**src/include/aad_pkg.sv**
```systemverilog
// Constants and types for the address area decoder.
// Assumes a 32-bit core address and strap pins that are static after reset.
package aad_pkg;

    // ========================================================
    // Address map
    localparam logic [31:0] ADDR_MASK_64   = 32'h03ff_ffff;
    localparam logic [31:0] ADDR_MASK_256  = 32'h0fff_ffff;
    localparam logic [31:0] ROM_BASE_LOW   = 32'h0000_0000;
    localparam logic [31:0] ROM_BASE_HIGH  = 32'h0010_0000;
    localparam logic [31:0] ROM_SIZE       = 32'h0010_0000;
    localparam logic [31:0] RAM_TOP_64     = 32'h03ff_efff;
    localparam logic [31:0] RAM_TOP_256    = 32'h0fff_efff;
    localparam logic [31:0] RAM_SIZE_4K    = 32'h0000_1000;
    localparam logic [31:0] RAM_SIZE_12K   = 32'h0000_3000;
    localparam logic [31:0] RAM_SIZE_28K   = 32'h0000_7000;
    localparam logic [31:0] RAM_SIZE_60K   = 32'h0000_f000;
    localparam logic [31:0] PIO_TOP_64     = 32'h03ff_ffff;
    localparam logic [31:0] PIO_TOP_256    = 32'h0fff_ffff;
    localparam logic [31:0] PIO_SPAN       = 32'h0000_0fff;
    localparam int          PIO_REG_BITS   = 12;
    localparam int          BANK_SHIFT_64  = 23;
    localparam int          BANK_SHIFT_256 = 25;
    localparam int          BANK_COUNT     = 8;

    // ========================================================
    // Entry addresses
    localparam logic [31:0] VEC_RESET      = 32'h0000_0000;
    localparam logic [31:0] VEC_NMI_BASE   = 32'h0000_0010;
    localparam logic [31:0] VEC_TRAP_LOW   = 32'h0000_0040;
    localparam logic [31:0] VEC_TRAP_HIGH  = 32'h0000_0050;
    localparam logic [31:0] VEC_ILLEGAL    = 32'h0000_0060;
    localparam logic [31:0] VEC_INT_BASE   = 32'h0000_0080;
    localparam int          VEC_STEP_SHIFT = 4;

    // Last settle count; the synchronised straps are watched for four cycles before they lock
    localparam logic [3:0]  STRAP_SETTLE   = 4'h3;

    // ========================================================
    // Types
    typedef enum logic [2:0] {
        AAD_SRC_RESET   = 3'h0,
        AAD_SRC_NMI     = 3'h1,
        AAD_SRC_TRAP_LO = 3'h2,
        AAD_SRC_TRAP_HI = 3'h3,
        AAD_SRC_ILLEGAL = 3'h4,
        AAD_SRC_INT     = 3'h5
    } aad_src_t;

    typedef enum logic [3:0] {
        AAD_AREA_NONE = 4'h0,
        AAD_AREA_ROM  = 4'h1,
        AAD_AREA_RAM  = 4'h2,
        AAD_AREA_PIO  = 4'h4,
        AAD_AREA_EXT  = 4'h8
    } aad_area_t;

    typedef enum logic [1:0] {
        AAD_ST_SETTLE = 2'b01,
        AAD_ST_RUN    = 2'b10
    } aad_state_t;

    typedef struct packed {
        logic rom_base_strap;
        logic data_area_size_strap;
        logic ram_size_strap_large;
        logic ram_size_strap_mid;
        logic ram_size_strap_small;
    } aad_straps_t;

endpackage

```
**src/rtl/aad_decoder.sv**
```systemverilog
// Address area decoder: classifies core addresses into ROM, RAM,
// peripheral I/O or external bank, and supplies interrupt entry addresses.
// Assumes the core and the peripheral read path share REF_CLK; straps are
// pins from outside and are synchronised first.
`timescale 1ns/100ps

// Operation
// - ROM 1 MB at zero or 1 MB, strap
// - Fixed entry address per source, NMI by VEC_NUM[1:0], table at zero
// - Reset, NMI, trap and illegal opcode entries
// - Maskable n vectors to 0x80 plus 16n
// - RAM top 0x3FFEFFF or 0xFFFEFFF by mode
// - RAM size 60, 28, 12, 4 KB by straps
// - No RAM size beyond 60 KB
// - Peripheral area at top of data space
// - External access asserts its bank select
// - ROM, RAM, peripheral never reach external selects
// - Peripheral select uses low 12 bits only
// - Address bit zero ignored for peripherals
// - Halfword on byte register: upper undefined
// - Size strap low 64 MB, high 256 MB
// - High address bits ignored, images repeat
module aad_decoder #(
    parameter int ADDR_W = 32
) (
    input  wire logic                    REF_CLK,
    input  wire logic                    ARST_N,
    input  wire logic                    CLK_EN,
    input  wire aad_pkg::aad_straps_t    STRAPS,
    input  wire logic                    ACC_VALID,
    input  wire logic [ADDR_W-1:0]       ACC_ADDR,
    input  wire logic                    ACC_WRITE,
    input  wire logic                    ACC_HALF,
    input  wire logic                    PIO_BYTE_REG,
    input  wire logic [15:0]             PIO_RDATA,
    input  wire logic                    VEC_REQ,
    input  wire aad_pkg::aad_src_t       VEC_SRC,
    input  wire logic [5:0]              VEC_NUM,
    output logic                         STRAP_LOCKED,
    output aad_pkg::aad_area_t           AREA_SEL,
    output logic [7:0]                   EXT_BANK_CHIP_SELECTS,
    output logic [11:0]                  PIO_REG_ADDR,
    output logic [1:0]                   PIO_WR_LANES,
    output logic                         PIO_WRITE,
    output logic [15:0]                  PIO_RDATA_OUT,
    output logic                         VEC_VALID,
    output logic [31:0]                  VEC_ADDR
);

    // ========================================================
    // Elaboration checks
    generate
        if (ADDR_W != 32) begin : g_bad_width
            $error("aad_decoder supports only a 32-bit address");
        end
    endgenerate

    // ========================================================
    // Strap synchronisation and lock
    aad_pkg::aad_straps_t strap_meta;
    aad_pkg::aad_straps_t strap_sync;
    aad_pkg::aad_straps_t straps;
    aad_pkg::aad_state_t  state;
    aad_pkg::aad_state_t  next_state;
    logic [3:0]           settle_cnt;

    always_ff @(posedge REF_CLK or negedge ARST_N) begin
        if (!ARST_N) begin
            strap_meta <= '0;
            strap_sync <= '0;
        end else if (CLK_EN) begin
            strap_meta <= STRAPS;
            strap_sync <= strap_meta;
        end
    end

    assign next_state = (state == aad_pkg::AAD_ST_SETTLE &&
                         settle_cnt == aad_pkg::STRAP_SETTLE) ?
                        aad_pkg::AAD_ST_RUN : state;

    // Straps follow the pins only until lock; a late strap change is ignored
    always_ff @(posedge REF_CLK or negedge ARST_N) begin
        if (!ARST_N) begin
            state      <= aad_pkg::AAD_ST_SETTLE;
            settle_cnt <= 4'h0;
            straps     <= '0;
        end else if (CLK_EN) begin
            case (state)
                aad_pkg::AAD_ST_SETTLE: begin
                    settle_cnt <= settle_cnt + 4'h1;
                    straps     <= strap_sync;
                end
                aad_pkg::AAD_ST_RUN: begin
                    settle_cnt <= settle_cnt;
                end
                default: begin
                    settle_cnt <= 4'h0;
                end
            endcase
            state <= next_state;
        end
    end

    wire locked = (state == aad_pkg::AAD_ST_RUN);

    // ========================================================
    // Area decode
    wire        mode256 = straps.data_area_size_strap;
    wire [31:0] addr_mask = mode256 ? aad_pkg::ADDR_MASK_256
                                    : aad_pkg::ADDR_MASK_64;
    wire [31:0] phys = ACC_ADDR & addr_mask;

    wire [31:0] rom_base = straps.rom_base_strap ?
                           aad_pkg::ROM_BASE_HIGH : aad_pkg::ROM_BASE_LOW;
    wire        hit_rom = (phys >= rom_base) &&
                          (phys < rom_base + aad_pkg::ROM_SIZE);

    // Priority encoding leaves no strap code above 60 KB
    wire [31:0] ram_size =
        straps.ram_size_strap_large ? aad_pkg::RAM_SIZE_60K :
        straps.ram_size_strap_mid   ? aad_pkg::RAM_SIZE_28K :
        straps.ram_size_strap_small ? aad_pkg::RAM_SIZE_12K :
                                      aad_pkg::RAM_SIZE_4K;
    wire [31:0] ram_top = mode256 ? aad_pkg::RAM_TOP_256
                                  : aad_pkg::RAM_TOP_64;
    wire [31:0] ram_low = ram_top - ram_size + 32'h0000_0001;
    wire        hit_ram = (phys >= ram_low) && (phys <= ram_top);

    wire [31:0] pio_top = mode256 ? aad_pkg::PIO_TOP_256
                                  : aad_pkg::PIO_TOP_64;
    wire        hit_pio = (phys >= pio_top - aad_pkg::PIO_SPAN) &&
                          (phys <= pio_top);

    // One area only; external is whatever the three fixed areas leave
    wire        hit_ext = !hit_pio && !hit_ram && !hit_rom;
    wire aad_pkg::aad_area_t area_now =
        hit_pio ? aad_pkg::AAD_AREA_PIO :
        hit_ram ? aad_pkg::AAD_AREA_RAM :
        hit_rom ? aad_pkg::AAD_AREA_ROM :
                  aad_pkg::AAD_AREA_EXT;
    wire        acc_ok = ACC_VALID && locked;
    wire aad_pkg::aad_area_t next_area =
        acc_ok ? area_now : aad_pkg::AAD_AREA_NONE;

    // Bank index is the top three bits of the physical image
    wire [31:0] bank_word = mode256 ? (phys >> aad_pkg::BANK_SHIFT_256)
                                    : (phys >> aad_pkg::BANK_SHIFT_64);
    wire [2:0]  bank = bank_word[2:0];
    logic [7:0] next_cs;

    genvar gi;
    generate
        for (gi = 0; gi < aad_pkg::BANK_COUNT; gi++) begin : g_cs
            assign next_cs[gi] = acc_ok && hit_ext &&
                                 (bank == 3'(gi));
        end
    endgenerate

    // ========================================================
    // Peripheral register path
    wire [11:0] next_pio_addr =
        {ACC_ADDR[aad_pkg::PIO_REG_BITS-1:1], 1'b0};
    // Byte registers keep only the low lane on a halfword write
    wire [1:0]  next_lanes = (ACC_HALF && !PIO_BYTE_REG) ? 2'h3
                                                         : 2'h1;
    wire        next_pio_wr = acc_ok && hit_pio && ACC_WRITE;
    // Undefined upper byte is driven as zero to keep reads repeatable
    wire [15:0] next_rdata = PIO_BYTE_REG ? {8'h00, PIO_RDATA[7:0]}
                                          : PIO_RDATA;

    // ========================================================
    // Entry address table
    wire [31:0] int_vec = aad_pkg::VEC_INT_BASE +
                          ({26'h0, VEC_NUM} << aad_pkg::VEC_STEP_SHIFT);
    wire [31:0] nmi_vec = aad_pkg::VEC_NMI_BASE +
                          ({30'h0, VEC_NUM[1:0]} << aad_pkg::VEC_STEP_SHIFT);
    logic [31:0] next_vec;

    always_comb begin
        case (VEC_SRC)
            aad_pkg::AAD_SRC_RESET:   next_vec = aad_pkg::VEC_RESET;
            aad_pkg::AAD_SRC_NMI:     next_vec = nmi_vec;
            aad_pkg::AAD_SRC_TRAP_LO: next_vec = aad_pkg::VEC_TRAP_LOW;
            aad_pkg::AAD_SRC_TRAP_HI: next_vec = aad_pkg::VEC_TRAP_HIGH;
            aad_pkg::AAD_SRC_ILLEGAL: next_vec = aad_pkg::VEC_ILLEGAL;
            aad_pkg::AAD_SRC_INT:     next_vec = int_vec;
            default:                  next_vec = aad_pkg::VEC_RESET;
        endcase
    end

    // ========================================================
    // Output registers
    always_ff @(posedge REF_CLK or negedge ARST_N) begin
        if (!ARST_N) begin
            STRAP_LOCKED          <= 1'b0;
            AREA_SEL              <= aad_pkg::AAD_AREA_NONE;
            EXT_BANK_CHIP_SELECTS <= 8'h00;
            PIO_REG_ADDR          <= 12'h000;
            PIO_WR_LANES          <= 2'h0;
            PIO_WRITE             <= 1'b0;
            PIO_RDATA_OUT         <= 16'h0000;
            VEC_VALID             <= 1'b0;
            VEC_ADDR              <= aad_pkg::VEC_RESET;
        end else if (CLK_EN) begin
            STRAP_LOCKED          <= locked;
            AREA_SEL              <= next_area;
            EXT_BANK_CHIP_SELECTS <= next_cs;
            PIO_REG_ADDR          <= next_pio_addr;
            PIO_WR_LANES          <= next_lanes;
            PIO_WRITE             <= next_pio_wr;
            PIO_RDATA_OUT         <= next_rdata;
            VEC_VALID             <= VEC_REQ;
            if (VEC_REQ) begin
                VEC_ADDR <= next_vec;
            end
        end
    end

endmodule

```
**config.mk**
```make
export PLATFORM = sky130hd
export DESIGN_NAME = aad_decoder
export DESIGN_NICKNAME = d
export VERILOG_FILES = /design/src/include/aad_pkg.sv /design/src/rtl/aad_decoder.sv
export SDC_FILE = /design/constraint.sdc
export NUM_CORES = 1
export LEC_CHECK = 0
export ABC_CLOCK_PERIOD_IN_PS = 2900
export BUFFER_PORTS_ARGS = -buffer_cell sky130_fd_sc_hd__buf_4
export CAP_MARGIN = 20
export CELL_PAD_IN_SITES_DETAIL_PLACEMENT = 0
export CELL_PAD_IN_SITES_GLOBAL_PLACEMENT = 2
export CORE_UTILIZATION = 29
export DETAILED_ROUTE_END_ITERATION = 7
export GPL_ROUTABILITY_DRIVEN = 0
export HOLD_SLACK_MARGIN = 0.15
export PLACE_DENSITY = 0.86
export SYNTH_ARGS = -nofsm -noshare
export SYNTH_HDL_FRONTEND = slang
export SYNTH_SLANG_ARGS = --single-unit
```
**constraint.sdc**
```tcl
create_clock -name REF_CLK -period 2.9 [get_ports REF_CLK]
set_input_delay 0.58 -clock REF_CLK [delete_from_list [all_inputs] [get_ports REF_CLK]]
set_output_delay 0.58 -clock REF_CLK [all_outputs]
set_load 0.005 [all_outputs]
```
==> impl_metrics.csv <==
group,metric,value,unit
run_status,status,"completed",
power_and_ir_drop,leakage,2.358,nW
synthesis,synth_compound_area_share,11.07,%
final_layout,final_common_cell,"buf_4",
grt,grt_max_degree,73,
die,rows,40,
final_layout,drive_above_1_share,36.62,%
grt,grt_usage,13.56,%
synthesis,synth-edff-count,0,
synthesis,synth-simple-area-share,12.81,%
power_and_ir_drop,sw_frac_of_total,23.71,%
placed_design,numPortBuffers,116,
final_layout,regArea,0.001803,sq mm
final_layout,diodes,0,
grt,use_met3,5.241,%
timing,min_period,2.419,ns
timing,slew_headroom,39.96,%
grt,met2_usage,20.53,%
synthesis,synth_seq_cells,72,
clock_network,htreeDepth,3,
clock_network,cts_hold_buf,0,
drt,wl,8213,um
die,die_h,114.4,um
synthesis,synthXorXnorAreaFrac,0.2391,%
worst_setup_path,crit_arrival,2.62,ns
synthesis,yosys_most_used_dff,"dfrtp_1",
grt,grt_pass1_wl,13810,um
final_layout,multi_input_area,0.001630,sq mm
power_and_ir_drop,pwr-share-clk,43.4,%
timing,finalCritPeriodShare,83.41,%
synthesis,synth_warnings,0,
synthesis,async_flop_share,100.0,%
die,design.core.area,0.01216,sq mm
timing,setup_viol,0,
worst_setup_path,critical_path_class,"reg2reg",
drt,vias,2845,
clock_network,cts_tree,"yes",
synthesis,ys_seq_area_share,49.21,%
clock_network,cts.sinks,72,
power_and_ir_drop,pwr-share-comb,13.3,%
synthesis,synth_top_family_by_area,"simple AND/OR/NAND/NOR gates",
power_and_ir_drop,power.share.sequential,43.4,%
die,io_pins,147,
placed_design,hpwl,6168,um
drt,routedWlPerCell,12.93,um
grt,antenna_found_initial,0,
synthesis,netlist_instances,342,
synthesis,synth_fa_ha_area_share,6.489,%
final_layout,final_cell_mix,"buf_4, dfrtp_1, mux2_2, nand2_1, conb_1",
worst_setup_path,cp-start-kind,"flop",
timing,setup-tns-final,0,ns
final_layout,final_nets,551,
clock_network,insertion_delay,0.33,ns
die,die_area,0.01309,sq mm
run,cap_viol_max_count,0,
min_path,hold_path.class,"in2async",
synthesis,avgSynthCellArea,10.71,sq um
power_and_ir_drop,p_int,1.957,mW
timing,clock.fmax,413.4,MHz
drt,drt_iter0_markers,150,
synthesis,muxShareOfSynthArea,10.72,%
worst_setup_path,path_max_fanout,11,
clock_network,cts_made_buffers,9,
clock_network,cts.path.max_buffers,2,
clock_network,cts_root_buf,"clkbuf_16",
synthesis,synth_cell_type_count,46,
die,start_util,30.12,%
worst_setup_path,crit_required,3.11,ns
grt,use_met1,17.24,%
timing,worst_slew_pin_slew,0.9007,ns
grt,busiest_layer,"met2",
die,die_x,114.4,um
drt,drc,0,
worst_setup_path,endpoint_kind,"flop",
drt,first_pass_iters,4,
timing,slew_viol_final,0,
final_layout,fillCellCount,1209,
drt,viasPerCell,4.480,
clock_network,post_cts_buffers,0,
clock_network,path_clk_slew,0.06,ns
grt,first_global_vias,2860,
final_layout,area_growth,34.36,%
timing,hold_viol_final,0,
grt,grt_overflow_total,0,
power_and_ir_drop,cellPowerDensity,521.1,mW/mm^2
drt,postRouteAntennaNets,0,
power_and_ir_drop,ir_drop,0.1963,mV
timing,rsz0062_at_grt,"no",
final_layout,utilization,40.47,%
clock_network,cts_resized,0,
synthesis,syn_area,0.003664,sq mm
power_and_ir_drop,p_total,2.565,mW
timing,fin_skew,0.006486,ns
power_and_ir_drop,p_switching,0.6083,mW
layer usage:
metal / vias up / part of all wire [%]
met5: - / 0
met3: 6 / 8.5
li1: 1394 / -
met2: 95 / 46
met1: 1350 / 44
met4: 0 / 1.3
cell families after synthesis:
family,after synthesis
and+or+nand+nor,89
AOI/OAI and AO/OA,62
other,1
muxes,35
xor gates and xnor gates,1
adders and majority gates,19
buffers and inverters,63
DFF,72
per-stage QoR:
| stage | hold WS [ns] | cells | setup WS, ns | cell area (sq um) |
|---|---|---|---|---|
| 6_report | 0.3725 | 635 | 0.4812 | 4922 |
| 5_1_grt | 0.4588 | 635 | 0.3032 | 4922 |
| 4_1_cts | 0.4175 | 635 | 0.4536 | 4922 |
| 3_5_place_dp | 0.4571 | 619 | 0.3841 | 4616 |
| 3_3_place_gp | 0.4586 | 619 | 0.4687 | 4616 |
| 2_1_floorplan | 0.2844 | 372 | 0.7860 | 3776 |
power by group through the flow:
stage               combinational (mW)  sequential, mW  clock [mW]
finish                           0.340            1.11        1.11
global route                     0.385            1.12        1.21
CTS                              0.346            1.11        1.15
detailed placement               0.347            1.13           0
global placement                 0.340            1.13           0
floorplan                        0.162            1.13           0
worst paths after layout:
check                      cells after the start                  endpoint       startpoint  slack, ns
setup / recovery                               8  EXT_BANK_CHIP_SELECTS[0]        straps[2]       0.48
hold / removal                                 1           PIO_REG_ADDR[7]           ARST_N       0.37
setup reg to reg                               8  EXT_BANK_CHIP_SELECTS[0]        straps[2]       0.48
max in group asynchronous                      1              VEC_ADDR[10]           ARST_N       1.94
min in group REF_CLK                           1           PIO_WR_LANES[0]  PIO_WR_LANES[0]       0.46
hold reg to reg                                1           PIO_WR_LANES[0]  PIO_WR_LANES[0]       0.46
cell type report:
type                    count  share of cell area [%]
clock buffers              10                   4.855
multi-input cells         237                   33.12
flip-flops and latches     72                   36.63
well taps                 168                   4.270
inverters                  25                   1.906
repair buffers            117                   17.84
clock inverters             6                   1.373
flip-flops by register name (all words and copies together) (netlist names):
signal	count
PIO_WR_LANES	2
VEC_ADDR	7
PIO_RDATA_OUT	16
EXT_BANK_CHIP_SELECTS	8
VEC_VALID	1
strap_meta	5
mode256	1
PIO_WRITE	1
STRAP_LOCKED	1
settle_cnt	4
PIO_REG_ADDR	11
AREA_SEL	4
straps	4
strap_sync	5
state	2
Yosys cell counts (3+ instances only):
library cell	number	area (sq um)
dfrtp_1	71	1777
mux2_2	34	382.9
nand2_1	32	120.1
buf_4	26	195.2
inv_1	25	93.84
o21ai_0	24	120.1
ha_1	19	237.7
nand3b_1	11	82.58
a21oi_1	9	45.04
nand4_1	7	43.79
nor2_1	7	26.28
clkbuf_1	6	22.52
o2bb2ai_1	6	52.55
nand3_1	5	25.02
nor3_1	5	25.02
nor4_1	5	31.28
buf_1	4	15.01
or3_1	4	25.02
a211oi_1	3	22.52
a22o_1	3	26.28
and3_1	3	18.77
o31ai_1	3	22.52
o32ai_1	3	26.28
worst max-delay path, cell delays in order (launching register included):
cell and delay (ns):
dfrtp_1 0.42, inv_1 0.07, ha_1 0.24, ha_1 0.28, nand4_1 0.10, a211oi_1 0.06, or3_1 0.31, o31a_1 0.39
o41ai_1 0.43
Note: power is estimated with default switching activity, not from simulation.
